===== src/rtl/cct_defines.vh =====
// Constants for the capture/compare timer: addresses, fields, reset values
`ifndef CCT_DEFINES_VH
`define CCT_DEFINES_VH

// Register addresses on the plain register port
`define CCT_ADDR_IER 4'h0
`define CCT_ADDR_CSR 4'h1
`define CCT_ADDR_CNT 4'h2
`define CCT_ADDR_CMP 4'h3
`define CCT_ADDR_CTL 4'h4
`define CCT_ADDR_OCTL 4'h5
`define CCT_ADDR_CAPA 4'h6
`define CCT_ADDR_CAPB 4'h7
`define CCT_ADDR_CAPC 4'h8
`define CCT_ADDR_CAPD 4'h9

// Flag positions, shared by the status and interrupt enable registers; bit 0 is the status register's counter clear select
`define CCT_F_CAPA 7
`define CCT_F_CAPB 6
`define CCT_F_CAPC 5
`define CCT_F_CAPD 4
`define CCT_F_CMPA 3
`define CCT_F_CMPB 2
`define CCT_F_OVF 1
`define CCT_CSR_CCLR 0

// Control register fields
`define CCT_CTL_EDGA 7
`define CCT_CTL_EDGB 6
`define CCT_CTL_EDGC 5
`define CCT_CTL_EDGD 4
`define CCT_CTL_BUFA 3
`define CCT_CTL_BUFB 2
`define CCT_CTL_CKS_HI 1
`define CCT_CTL_CKS_LO 0

// Clock select codes
`define CCT_CKS_DIV2 2'h0
`define CCT_CKS_DIV8 2'h1
`define CCT_CKS_DIV32 2'h2
`define CCT_CKS_EXT 2'h3

// Prescaler masks: a tick when the masked bits are all ones
`define CCT_DIV2_MASK 5'h01
`define CCT_DIV8_MASK 5'h07
`define CCT_DIV32_MASK 5'h1f

// Output control register fields
`define CCT_OCTL_DMASK 7
`define CCT_OCTL_AUTO 6
`define CCT_OCTL_CAPSEL 5
`define CCT_OCTL_CMPSEL 4
`define CCT_OCTL_OEA 3
`define CCT_OCTL_OEB 2
`define CCT_OCTL_LVLA 1
`define CCT_OCTL_LVLB 0

// Reset values, plus the counter maximum and the reserved IER read value
`define CCT_RST_CNT 16'h0000
`define CCT_RST_CMP 16'hffff
`define CCT_RST_CAP 16'h0000
`define CCT_RST_STEP 16'hffff
`define CCT_RST_SPAN 8'h00
`define CCT_CNT_MAX 16'hffff
`define CCT_IER_RSVD 8'h01

`endif


===== src/rtl/cct_pin_sync.v =====
// Two-flop synchroniser and edge detector for a group of pins
`timescale 1ns/1ps
module cct_pin_sync #(
    parameter WIDTH = 5
) (
    input wire clock,
    input wire resetn,
    input wire [WIDTH-1:0] pin,
    output reg [WIDTH-1:0] level,
    output wire [WIDTH-1:0] rise,
    output wire [WIDTH-1:0] fall
);
    reg [WIDTH-1:0] meta;
    reg [WIDTH-1:0] prev;

    // Only the second stage and later are looked at by any logic
    always @(posedge clock) begin
        if (!resetn) begin
            meta <= {WIDTH{1'b0}};
            level <= {WIDTH{1'b0}};
            prev <= {WIDTH{1'b0}};
        end else begin
            meta <= pin;
            level <= meta;
            prev <= level;
        end
    end

    // Edges from successive sampled values
    assign rise = level & ~prev;
    assign fall = ~level & prev;
endmodule // cct_pin_sync


===== src/rtl/cct_timer.v =====
// Free-running capture/compare timer with register port and pins
`timescale 1ns/1ps
`include "cct_defines.vh"
module cct_timer (
    input wire clock,
    input wire resetn,
    input wire [3:0] addr,
    input wire [15:0] wr_data,
    input wire wr_en,
    input wire rd_en,
    output reg [15:0] rd_data,
    input wire ext_count_clock_pin,
    input wire capture_a_pin,
    input wire capture_b_pin,
    input wire capture_c_pin,
    input wire capture_d_pin,
    output reg compare_a_pin,
    output reg compare_b_pin,
    output reg [6:0] irq_req
);

    // Edge select: 1 picks the rising edge, 0 the falling one
    function edge_hit;
        input sel;
        input rise;
        input fall;
        begin
            edge_hit = sel ? rise : fall;
        end
    endfunction

    // Register write decode
    function wr_hit;
        input en;
        input [3:0] a;
        input [3:0] target;
        begin
            wr_hit = en && (a == target);
        end
    endfunction

    // Register state
    reg [15:0] count_value;
    reg [15:0] compare_a_value;
    reg [15:0] compare_b_value;
    reg [15:0] capture_a_value;
    reg [15:0] capture_b_value;
    reg [15:0] capture_c_value;
    reg [15:0] capture_d_value;
    reg [15:0] compare_a_rise_step;
    reg [15:0] compare_a_fall_step;
    reg [7:0] capture_d_mask_span;
    reg [7:1] interrupt_enable_reg;
    reg [7:1] flags;
    reg counter_clear_sel;
    reg [7:0] control_reg;
    reg [7:0] output_control_reg;

    // Internal state
    reg [4:0] prescale;
    reg count_moved;
    reg add_fall_next;
    reg auto_prev;
    reg mask_active;
    reg [15:0] mask_end;

    wire [4:0] pin_rise;
    wire [4:0] pin_fall;

    // Pin order: 0 ext clock, 1..4 capture A..D
    cct_pin_sync #(
        .WIDTH(5)
    ) u_pin_sync (
        .clock(clock),
        .resetn(resetn),
        .pin({capture_d_pin, capture_c_pin, capture_b_pin,
              capture_a_pin, ext_count_clock_pin}),
        .level(),
        .rise(pin_rise),
        .fall(pin_fall)
    );

    // Control field decode
    wire [1:0] clock_select = {control_reg[`CCT_CTL_CKS_HI], control_reg[`CCT_CTL_CKS_LO]};
    wire buffer_a_enable = control_reg[`CCT_CTL_BUFA];
    wire buffer_b_enable = control_reg[`CCT_CTL_BUFB];
    wire auto_add_mode = output_control_reg[`CCT_OCTL_AUTO];
    wire capture_d_mask_mode = output_control_reg[`CCT_OCTL_DMASK];
    wire capture_reg_select = output_control_reg[`CCT_OCTL_CAPSEL];
    wire compare_reg_select = output_control_reg[`CCT_OCTL_CMPSEL];

    // Write strobes per address
    wire wr_ier = wr_hit(wr_en, addr, `CCT_ADDR_IER);
    wire wr_csr = wr_hit(wr_en, addr, `CCT_ADDR_CSR);
    wire wr_cnt = wr_hit(wr_en, addr, `CCT_ADDR_CNT);
    wire wr_cmp = wr_hit(wr_en, addr, `CCT_ADDR_CMP);
    wire wr_ctl = wr_hit(wr_en, addr, `CCT_ADDR_CTL);
    wire wr_octl = wr_hit(wr_en, addr, `CCT_ADDR_OCTL);
    // Capture addresses only write the step/span registers when selected
    wire wr_rise = wr_hit(wr_en, addr, `CCT_ADDR_CAPA) && capture_reg_select;
    wire wr_fall = wr_hit(wr_en, addr, `CCT_ADDR_CAPB) && capture_reg_select;
    wire wr_span = wr_hit(wr_en, addr, `CCT_ADDR_CAPC) && capture_reg_select;

    // Counter tick from the selected source
    reg tick;
    always @* begin
        case (clock_select)
            `CCT_CKS_DIV2: tick = &(prescale | ~`CCT_DIV2_MASK);
            `CCT_CKS_DIV8: tick = &(prescale | ~`CCT_DIV8_MASK);
            `CCT_CKS_DIV32: tick = &(prescale | ~`CCT_DIV32_MASK);
            default: tick = pin_rise[0];
        endcase
    end

    // Matches are judged once per new count value, so a stalled
    // counter does not keep re-firing the same match
    wire match_a = count_moved && (count_value == compare_a_value);
    wire match_b = count_moved && (count_value == compare_b_value);
    wire clear_on_a = match_a && counter_clear_sel;
    wire add_fall_now = add_fall_next || !auto_prev;
    wire overflow = tick && !wr_cnt && !clear_on_a
                    && (count_value == `CCT_CNT_MAX);

    // Capture events; in buffer mode the C and D pins are unused and
    // the A/B pin is watched with the C/D edge select as well
    wire ev_a_own = edge_hit(control_reg[`CCT_CTL_EDGA], pin_rise[1], pin_fall[1]);
    wire ev_a_alt = edge_hit(control_reg[`CCT_CTL_EDGC], pin_rise[1], pin_fall[1]);
    wire ev_b_own = edge_hit(control_reg[`CCT_CTL_EDGB], pin_rise[2], pin_fall[2]);
    wire ev_b_alt = edge_hit(control_reg[`CCT_CTL_EDGD], pin_rise[2], pin_fall[2]);
    wire ev_c = edge_hit(control_reg[`CCT_CTL_EDGC], pin_rise[3], pin_fall[3]);
    wire ev_d = edge_hit(control_reg[`CCT_CTL_EDGD], pin_rise[4], pin_fall[4]);
    wire cap_a = ev_a_own || (buffer_a_enable && ev_a_alt);
    wire cap_b = ev_b_own || (buffer_b_enable && ev_b_alt);
    wire cap_c = !buffer_a_enable && ev_c;
    wire cap_d = !buffer_b_enable && ev_d && !mask_active;
    wire mask_armed = capture_d_mask_mode && (capture_d_mask_span != `CCT_RST_SPAN);

    // Prescaler runs freely
    always @(posedge clock) begin
        if (!resetn) begin
            prescale <= 5'h00;
        end else begin
            prescale <= prescale + 5'h01;
        end
    end

    // Free-running counter; the write wins, then clear, then tick
    always @(posedge clock) begin
        if (!resetn) begin
            count_value <= `CCT_RST_CNT;
            count_moved <= 1'b0;
        end else begin
            count_moved <= wr_cnt || clear_on_a || tick;
            if (wr_cnt) begin
                count_value <= wr_data;
            end else if (clear_on_a) begin
                count_value <= `CCT_RST_CNT;
            end else if (tick) begin
                count_value <= count_value + 16'h0001;
            end
        end
    end

    // Compare registers with the automatic addition on A
    always @(posedge clock) begin
        if (!resetn) begin
            compare_a_value <= `CCT_RST_CMP;
            compare_b_value <= `CCT_RST_CMP;
            add_fall_next <= 1'b1;
            auto_prev <= 1'b0;
        end else begin
            auto_prev <= auto_add_mode;
            // Entering auto mode restarts on the fall step, even with a match
            // in that same cycle
            if (auto_add_mode && match_a) begin
                add_fall_next <= !add_fall_now;
            end else if (auto_add_mode && !auto_prev) begin
                add_fall_next <= 1'b1;
            end
            if (wr_cmp && !compare_reg_select) begin
                compare_a_value <= wr_data;
            end else if (auto_add_mode && match_a) begin
                compare_a_value <= compare_a_value
                    + (add_fall_now ? compare_a_fall_step : compare_a_rise_step);
            end
            if (wr_cmp && compare_reg_select) begin
                compare_b_value <= wr_data;
            end
        end
    end

    // Step and span registers
    always @(posedge clock) begin
        if (!resetn) begin
            compare_a_rise_step <= `CCT_RST_STEP;
            compare_a_fall_step <= `CCT_RST_STEP;
            capture_d_mask_span <= `CCT_RST_SPAN;
        end else begin
            if (wr_rise) begin
                compare_a_rise_step <= wr_data;
            end
            if (wr_fall) begin
                compare_a_fall_step <= wr_data;
            end
            // Only the low byte is stored; the high byte reads zero
            if (wr_span) begin
                capture_d_mask_span <= wr_data[7:0];
            end
        end
    end

    // Capture registers; captures happen whatever the flag holds
    always @(posedge clock) begin
        if (!resetn) begin
            capture_a_value <= `CCT_RST_CAP;
            capture_b_value <= `CCT_RST_CAP;
            capture_c_value <= `CCT_RST_CAP;
            capture_d_value <= `CCT_RST_CAP;
        end else begin
            if (cap_a) begin
                capture_a_value <= count_value;
            end
            if (cap_b) begin
                capture_b_value <= count_value;
            end
            // Buffer takes the old primary value in the same edge
            if (buffer_a_enable && cap_a) begin
                capture_c_value <= capture_a_value;
            end else if (cap_c) begin
                capture_c_value <= count_value;
            end
            if (buffer_b_enable && cap_b) begin
                capture_d_value <= capture_b_value;
            end else if (cap_d) begin
                capture_d_value <= count_value;
            end
        end
    end

    // Capture D mask window; end point is capture plus twice the span
    always @(posedge clock) begin
        if (!resetn) begin
            mask_active <= 1'b0;
            mask_end <= 16'h0000;
        end else begin
            if (cap_d && mask_armed) begin
                mask_active <= 1'b1;
                mask_end <= count_value + {7'h00, capture_d_mask_span, 1'b0};
            end else if (!mask_armed) begin
                mask_active <= 1'b0;
            end else if (count_moved && count_value == mask_end) begin
                mask_active <= 1'b0;
            end
        end
    end

    // Status flags: writing 0 clears, writing 1 keeps; a new event in
    // the clearing cycle still sets the flag so it is never lost
    wire [7:1] flag_set;
    assign flag_set[`CCT_F_CAPA] = cap_a;
    assign flag_set[`CCT_F_CAPB] = cap_b;
    assign flag_set[`CCT_F_CAPC] = cap_c;
    assign flag_set[`CCT_F_CAPD] = cap_d;
    assign flag_set[`CCT_F_CMPA] = match_a;
    assign flag_set[`CCT_F_CMPB] = match_b;
    assign flag_set[`CCT_F_OVF] = overflow;
    wire [7:1] flag_clr = wr_csr ? ~wr_data[7:1] : 7'h00;
    wire [7:1] next_flags = (flags & ~flag_clr) | flag_set;

    // Control, enable and status registers
    always @(posedge clock) begin
        if (!resetn) begin
            interrupt_enable_reg <= 7'h00;
            flags <= 7'h00;
            counter_clear_sel <= 1'b0;
            control_reg <= 8'h00;
            output_control_reg <= 8'h00;
        end else begin
            flags <= next_flags;
            if (wr_ier) begin
                interrupt_enable_reg <= wr_data[7:1];
            end
            if (wr_csr) begin
                counter_clear_sel <= wr_data[`CCT_CSR_CCLR];
            end
            if (wr_ctl) begin
                control_reg <= wr_data[7:0];
            end
            if (wr_octl) begin
                output_control_reg <= wr_data[7:0];
            end
        end
    end

    // Interrupt requests gated by their enables
    always @(posedge clock) begin
        if (!resetn) begin
            irq_req <= 7'h00;
        end else begin
            irq_req <= flags & interrupt_enable_reg;
        end
    end

    // Compare outputs; low from reset until a match drives them
    always @(posedge clock) begin
        if (!resetn) begin
            compare_a_pin <= 1'b0;
            compare_b_pin <= 1'b0;
        end else begin
            if (match_a && output_control_reg[`CCT_OCTL_OEA]) begin
                // Auto mode ignores the level bit: low after a fall add
                if (auto_add_mode) begin
                    compare_a_pin <= !add_fall_now;
                end else begin
                    compare_a_pin <= output_control_reg[`CCT_OCTL_LVLA];
                end
            end
            if (match_b && output_control_reg[`CCT_OCTL_OEB]) begin
                compare_b_pin <= output_control_reg[`CCT_OCTL_LVLB];
            end
        end
    end

    // Read mux, selected by address and select bits
    reg [15:0] next_rd_data;
    always @* begin
        next_rd_data = 16'h0000;
        case (addr)
            `CCT_ADDR_IER: next_rd_data = {8'h00, interrupt_enable_reg, 1'b1};
            `CCT_ADDR_CSR: next_rd_data = {8'h00, flags, counter_clear_sel};
            `CCT_ADDR_CNT: next_rd_data = count_value;
            `CCT_ADDR_CMP: next_rd_data = compare_reg_select ? compare_b_value
                                                             : compare_a_value;
            `CCT_ADDR_CTL: next_rd_data = {8'h00, control_reg};
            `CCT_ADDR_OCTL: next_rd_data = {8'h00, output_control_reg};
            `CCT_ADDR_CAPA: next_rd_data = capture_reg_select ? compare_a_rise_step
                                                              : capture_a_value;
            `CCT_ADDR_CAPB: next_rd_data = capture_reg_select ? compare_a_fall_step
                                                              : capture_b_value;
            `CCT_ADDR_CAPC: next_rd_data = capture_reg_select
                                           ? {8'h00, capture_d_mask_span}
                                           : capture_c_value;
            `CCT_ADDR_CAPD: next_rd_data = capture_d_value;
            default: next_rd_data = 16'h0000;
        endcase
    end

    // Read data stands for one cycle after the strobe, else zero
    always @(posedge clock) begin
        if (!resetn) begin
            rd_data <= 16'h0000;
        end else if (rd_en) begin
            rd_data <= next_rd_data;
        end else begin
            rd_data <= 16'h0000;
        end
    end

endmodule // cct_timer


===== config.mk =====
export PLATFORM = sky130hd
export DESIGN_NAME = cct_timer
export DESIGN_NICKNAME = d
export VERILOG_FILES = /design/src/rtl/cct_pin_sync.v /design/src/rtl/cct_timer.v
export VERILOG_INCLUDE_DIRS = /design/src /design/src/rtl
export SDC_FILE = /design/constraint.sdc
export NUM_CORES = 1
export LEC_CHECK = 0
export ABC_AREA = 1
export ABC_CLOCK_PERIOD_IN_PS = 2700
export BUFFER_PORTS_ARGS = -buffer_cell sky130_fd_sc_hd__buf_2
export CAP_MARGIN = 20
export CORE_MARGIN = 3
export CORE_UTILIZATION = 45
export CTS_CLUSTER_DIAMETER = 100
export DETAILED_ROUTE_END_ITERATION = 8
export PLACE_DENSITY = 0.62
export SYNTH_ARGS = -nofsm -noshare
export SYNTH_HDL_FRONTEND = slang
export SYNTH_SLANG_ARGS = --single-unit
export TNS_END_PERCENT = 20

===== constraint.sdc =====
create_clock -name clock -period 2.7 [get_ports clock]
set_input_delay 0.54 -clock clock [delete_from_list [all_inputs] [get_ports clock]]
set_output_delay 0.54 -clock clock [all_outputs]
set_load 0.02 [all_outputs]

==> out/results.txt, run 1 <==
Root Buffer: clkbuf_16
CTS buffer count: 28
Cell taking the most area after synthesis: dfxtp_1
Layout area overhead: 14.2%
Area post-placement: 14100 um^2
Post-DRT Antenna Nets: 0
Global routing's busiest layer: met2
Final Cycle Share: 0.933
Initial core utilization: 0.458
Syn Nets: 2042
Area share of and/or/nand/nor cells after synthesis: 0.305
Post-Synthesis Cell Area: 13200 um^2
Vias in the first global route: 12674
CP cell instances: inv_1, nand2_1, buf_4, mux2_2, ha_1, nand2_1, nor2_1, nand3_1, nand3_1, nand2_1, nand4_1, nand3_1
RSZ-0062 raised after global routing: true
Final #Nets: 2095
Clk sinks: 248
Top achievable clock speed: 397 MHz
Max Cap Viol: 0
Slew HR: 0.504
# IOs: 54
First-pass GRT wire length: 76300 um
Main synth FF type: dfxtp_1
Post-synthesis mux area share: 0.0127
Core box area: 28800 um^2
Yosys top cell area share: 0.377
Bufs and invs on worst path: 2
DR pass1 iterations: 5
Avg WL per Cell: 20.9 um
Fillers: 2970
Crit path max fanout: 16
DRC: 0
1st-iter DRT viols: 1555
Main combinational cell family by area after synthesis: simple AND/OR/NAND/NOR gates
Grt ovf: 0
VDD IR max: 0.404 mV
Worst Tran Pin Value: 0.744 ns
CTS clk-pin slew, worst paths: 0.06 ns
Status: completed
XOR/XNOR Fraction of Synth Area: 0.0219
Antenna violations before repair: 1
Synth Area in Compound Gates: 0.169
M2 GR Usage: 0.487
Final Max Slew Viols: 0
Seq cells post-synth: 248
Mean post-synth cell area: 6.65 um^2
Max Root-Sink Buffers: 3
Yosys cell types: 49
Vias per cell: 5.63
CP endpoint kind: register
Die W: 177 um
Setup CP Type: register to register
Die Footprint: 31400 um^2
CP max-delay cell: mux2_2
Synthesis Warnings: 0
Pleak: 6.56 nW
M3 GR Usage: 0.0723
Die height: 177 um
Sequential area share after synthesis: 0.377
Setup violators final: 0
GR Util met1: 0.441
Cell Pwr Density: 582 nW/um^2
Final Hold Fails: 0
DR vias: 13753
EDFF count, synth: 0
Port bufs: 53
Crit path max-delay family: simple AND/OR/NAND/NOR gates
Routability cong.: 0.970
Adder-Cell Fraction of Synth Area: 0.0306
Async S/R FF share, synth: 0
Worst skew pair latency: 0.55 ns
Top cells by area, synth: dfxtp_1 38%, nand2_1 17%, a21oi_1 6.6%, o21ai_0 5.5%, nand3_1 5.2%
Post-CTS Setup Inserts: 0
Critical path data arrival time: 2.96 ns
WL final: 51000 um
HP Class: input pin to register
Largest stage delay, worst path: 0.37 ns
CTS tree: built
Critical path required time: 3.14 ns
Pin count of the biggest net entering global routing: 152
H-tree levels: 1
Final Instance Area: 15100 um^2
GRT Overall Usage: 0.318
Post-Synthesis Cells: 1982
Startpoint Class: register
Ratio of cells with drive above 1 in the final layout: 0.114
Clock skew: 0.0129 ns
Fin util: 0.523
# rows: 62
Crit path time final: 2.52 ns
Post-DP HPWL: 37100 um
==> synth_stat cells (3+ instances only) <==
master	n
nand2_1	599
dfxtp_1	248
a21oi_1	175
inv_1	155
nor2_1	145
o21ai_0	145
nand3_1	138
clkbuf_1	64
a31oi_1	32
nand4_1	30
ha_1	29
nor3_1	22
inv_2	21
xor2_1	21
buf_2	19
mux2_2	14
o22ai_1	12
xnor2_1	12
buf_4	10
o211ai_1	10
or2_2	10
a211oi_1	8
buf_1	8
nor2_2	7
a221oi_1	5
a21o_1	4
a32o_1	4
nand2_2	4
o21ai_1	4
clkinv_1	3
==> layer usage <==
layer | part of all wire | vias to the layer above
met2 | 0.43 | 673
li1 | - | 6618
met1 | 0.42 | 6336
met5 | 0.00022 | -
met4 | 0.041 | 2
met3 | 0.11 | 124
==> power breakdown <==
group / total [mW] / leakage (nW) / switching (mW) / internal [mW]
combinational: 0.866 / 4.06 / 0.606 / 0.260
clock: 4.08 / 0.481 / 1.60 / 2.48
sequential: 3.82 / 2.01 / 0.0834 / 3.74
total: 8.77 / 6.56 / 2.29 / 6.48
==> layout make-up <==
class / count / area (um^2) / area share
multi-input combinational: 1453 / 7110 / 0.472
sequential: 248 / 4960 / 0.330
timing repair buffer: 125 / 846 / 0.0562
clock buffer: 40 / 817 / 0.0543
inverter: 179 / 672 / 0.0446
tap: 384 / 480 / 0.0319
clock inverter: 12 / 169 / 0.0112
antenna: 1 / 2.50 / 0.000166
==> per-stage QoR <==
step	worst slack (ns)	hold slack [ns]	TNS, ns	total power [mW]	instances
after floorplan	0.0279	0.390	0	4.37	1982
after global placement	0.162	0.394	0	4.73	2388
after detailed placement	0.134	0.397	0	4.73	2389
after CTS	0.133	0.162	0	8.79	2441
after global routing	-0.0263	0.178	-0.0263	9.00	2441
final	0.180	0.173	0	8.77	2442
==> worst paths after layout <==
kind	slack, ns	startpoint	cells past startpoint	endpoint
worst max-delay path	0.18	add_fall_next	12	compare_a_value[10]
worst min-delay path	0.17	capture_d_pin	3	u_pin_sync.meta[4]
worst max register to register	0.18	add_fall_next	12	compare_a_value[10]
worst min register to register	0.41	u_pin_sync.meta[3]	2	u_pin_sync.level[3]
==> tightest hold or removal path, stage by stage <==
cell and delay [ns]:
buf_2 0.07, nand2_1 0.04, inv_1 0.04
==> kinds of logic (layout without fill, tap and decap cells) <==
kind of cell | count (synthesis) | in the layout
flops | 248 | 248
simple gates | 966 | 966
other cells | 0 | 1
mux | 15 | 15
compound gates | 408 | 408
xor+xnor | 33 | 33
fa+ha+maj | 31 | 31
buf+inv | 281 | 356
==> cells in the final DEF (no fill, tap or decap), drive strengths merged, types with 10 or more instances in the layout <==
cell / count
nor3: 23
mux2: 14
a21oi: 175
nor2: 153
nand3: 138
dfxtp: 248
nand2: 603
clkbuf: 40
buf: 125
nand4: 32
o21ai: 149
o211ai: 10
xor2: 21
or2: 10
inv: 177
ha: 29
a31oi: 32
xnor2: 12
o22ai: 12
==> what timing repair did <==
item	4_1_cts	5_1_grt
hold buffers	0	0
setup endpoints to repair	0	3
resized for setup	0	2
Note: power is estimated with default switching activity, not from simulation.
==> inputs of run 2 (changes only) <==
- CTS_BUF_LIST: default -> sky130_fd_sc_hd__clkbuf_16
- SYNTH_HIERARCHICAL: default -> 1
==> run 2 against run 1 <==
Effect of this change: power decreased by 2.9%; sequential cell count unchanged; sequential power about the same; non-clock buffer count decreased by 10; register-to-register slack improved by 0.06 ns; synthesized cell count increased by 1.5%; highest routed layer is now met4; die area increased by 1.0%; worst setup slack improved by 0.056 ns; area after synthesis increased by 1.1%; global-route usage decreased by 0.56 points.
==> out/results.txt, run 2 <==
Commonest cells after routing, fill and taps aside: 609 x nand2_1, 248 x dfxtp_1, 175 x inv_1 (was 599 x nand2_1, 248 x dfxtp_1, 175 x a21oi_1)
Slew HR: 0.501 (was 0.504)
Vias per cell: 5.68 (was 5.63)
RSZ-0062 raised after global routing: false (was true)
Final Cycle Share: 0.912 (was 0.933)
HP Class: input pin to register (unchanged)
Clk sinks: 248 (unchanged)
Max Root-Sink Buffers: 3 (unchanged)
GRT Overall Usage: 0.313 (was 0.318)
Final Max Slew Viols: 0 (unchanged)
Avg WL per Cell: 20.6 um (was 20.9 um)
Root Buffer: clkbuf_16 (unchanged)
Diode count: 0 (was 1)
DRC: 0 (unchanged)
CTS clk-pin slew, worst paths: 0.06 ns (about the same)
Clock power frac: 0.458 (was 0.465)
Setup violators final: 0 (unchanged)
Pin count of the biggest net entering global routing: 116 (was 152)
# IOs: 54 (unchanged)
1st-iter DRT viols: 1520 (was 1555)
VDD IR max: 0.445 mV (was 0.404 mV)
Final #Nets: 2114 (was 2095)
Port bufs: 53 (unchanged)
CP cell instances: ha_1, fa_1, nand2_1, a21oi_1, nand4_1, nand2_1, nand2_1, o21ai_0, nand3_1, nand2_1, inv_1 (was inv_1, nand2_1, buf_4, mux2_2, ha_1, nand2_1, nor2_1, nand3_1, nand3_1, nand2_1, nand4_1, nand3_1)
Hold slack final: 0.151 ns (was 0.173 ns)
Mean post-synth cell area: 6.63 um^2 (was 6.65 um^2)
Post-DP HPWL: 36500 um (was 37100 um)
TNS Setup: 0 ns (unchanged)
Int Power: 6.24 mW (was 6.48 mW)
Vias in the first global route: 12764 (was 12674)
Startpoint Class: register (unchanged)
Post-Synthesis Cell Area: 13300 um^2 (was 13200 um^2)
Initial core utilization: 0.461 (was 0.458)
# rows: 62 (unchanged)
Setup CP Type: register to register (unchanged)
Cell Pwr Density: 566 nW/um^2 (was 582 nW/um^2)
Die W: 178 um (was 177 um)
Post-CTS Hold Buffers: 0 (unchanged)
Leading cell type in the layout, fill and taps excluded: nand2_1 (unchanged)
CTS buffer count: 28 (unchanged)
Antenna violations before repair: 0 (was 1)
Worst Tran Pin Value: 0.743 ns (was 0.744 ns)
First-pass GRT wire length: 76000 um (was 76300 um)
Largest stage delay, worst path: 0.66 ns (was 0.37 ns)
CP max-delay cell: dfxtp_1 (was mux2_2)
Critical path data arrival time: 2.92 ns (was 2.96 ns)
Routability cong.: 1.01 (was 0.970)
Max Cap Viol: 0 (unchanged)
Switching Share: 0.267 (was 0.261)
Share of power burned in registers: 0.450 (was 0.436)
Core box area: 28900 um^2 (was 28800 um^2)
Pleak: 6.73 nW (was 6.56 nW)
DR pass1 iterations: 7 (was 5)
Worst skew pair latency: 0.57 ns (was 0.55 ns)
Post-DRT Antenna Nets: 0 (unchanged)
Syn Nets: 2071 (was 2042)
Synthesis Warnings: 6 (was 0)
Final Hold Fails: 0 (unchanged)
WL final: 50600 um (was 51000 um)
Die Footprint: 31700 um^2 (was 31400 um^2)
Critical path required time: 3.16 ns (was 3.14 ns)
H-tree levels: 1 (unchanged)
Ratio of cells with drive above 1 in the final layout: 0.100 (was 0.114)
Switching pwr: 2.27 mW (was 2.29 mW)
Top achievable clock speed: 406 MHz (was 397 MHz)
Status: completed (unchanged)
CP endpoint kind: register (unchanged)
Comb pwr share: 0.092 (was 0.099)
Crit path max fanout: 9 (was 16)
Die height: 178 um (was 177 um)
Clock skew: 0.0156 ns (was 0.0129 ns)
Grt ovf: 0 (unchanged)
Post-Synthesis Cells: 2011 (was 1982)
CTS tree: built (unchanged)
Crit path time final: 2.46 ns (was 2.52 ns)
Layout area overhead: 12.7% (was 14.2%)
Most frequent CP cell: nand2_1
DR vias: 13956 (was 13753)
Fillers: 2955 (was 2970)
run 2: layout make-up:
| type | instances | area, um^2 | share of cell area |
|---|---|---|---|
| multi-input cells | 1472 | 7170 | 0.477 |
| flip-flops and latches | 248 | 4960 | 0.330 |
| repair buffers | 115 | 771 | 0.0513 |
| inverters | 189 | 714 | 0.0475 |
| clock buffers | 28 | 701 | 0.0466 |
| well taps | 384 | 480 | 0.0320 |
| clock inverters | 23 | 228 | 0.0152 |
run 2: through the flow:
step           area [um^2]  power (mW)  utilization  worst slack [ns]  std cells
3_5_place_dp         14100        4.66        0.487             0.280       2408
6_report             15000        8.51        0.519             0.236       2459
2_1_floorplan        13300        4.34            -             0.519       2011
3_3_place_gp         14100        4.66        0.487             0.312       2408
5_1_grt              15000        8.75        0.519           0.00106       2459
4_1_cts              15000        8.51        0.519             0.242       2459
run 2: per-layer routing:
| layer | vias to the layer above | track usage | share of wire |
|---|---|---|---|
| li1 | 6695 | - | - |
| met1 | 6461 | 0.429 | 0.42 |
| met2 | 698 | 0.483 | 0.43 |
| met3 | 102 | 0.0779 | 0.11 |
| met4 | 0 | 0.0988 | 0.033 |
| met5 | - | 0 | 0 |
run 2: worst paths after layout:
path | start | end | slack, ns | cells past startpoint
worst max-delay path | count_value[1] | mask_end[13] | 0.24 | 11
worst min-delay path | capture_c_pin | u_pin_sync/meta[3] | 0.15 | 3
worst max register to register | count_value[1] | mask_end[13] | 0.24 | 11
worst min register to register | u_pin_sync/meta[3] | u_pin_sync/level[3] | 0.41 | 2
run 2: power by group through the flow:
stage | combinational, mW | sequential [mW] | clock, mW
2_1_floorplan | 0.479 | 3.86 | 0
4_1_cts | 0.763 | 3.82 | 3.92
3_3_place_gp | 0.757 | 3.91 | 0
3_5_place_dp | 0.759 | 3.90 | 0
5_1_grt | 0.850 | 3.83 | 4.07
6_report | 0.785 | 3.83 | 3.89
run 2: critical path, delay by kind of cell (launching register included):
| family | cells | cell delay, ns |
|---|---|---|
| DFF | 1 | 0.66 |
| AOI/OAI and AO/OA | 2 | 0.48 |
| buffers and inverters | 1 | 0.04 |
| adders and majority gates | 2 | 0.47 |
| and+or+nand+nor | 6 | 0.71 |
run 2: repair_timing:
item / in CTS / in global routing
endpoints found under the setup margin: 0 / 3
setup buffers: 0 / 0
resized for setup: 0 / 1
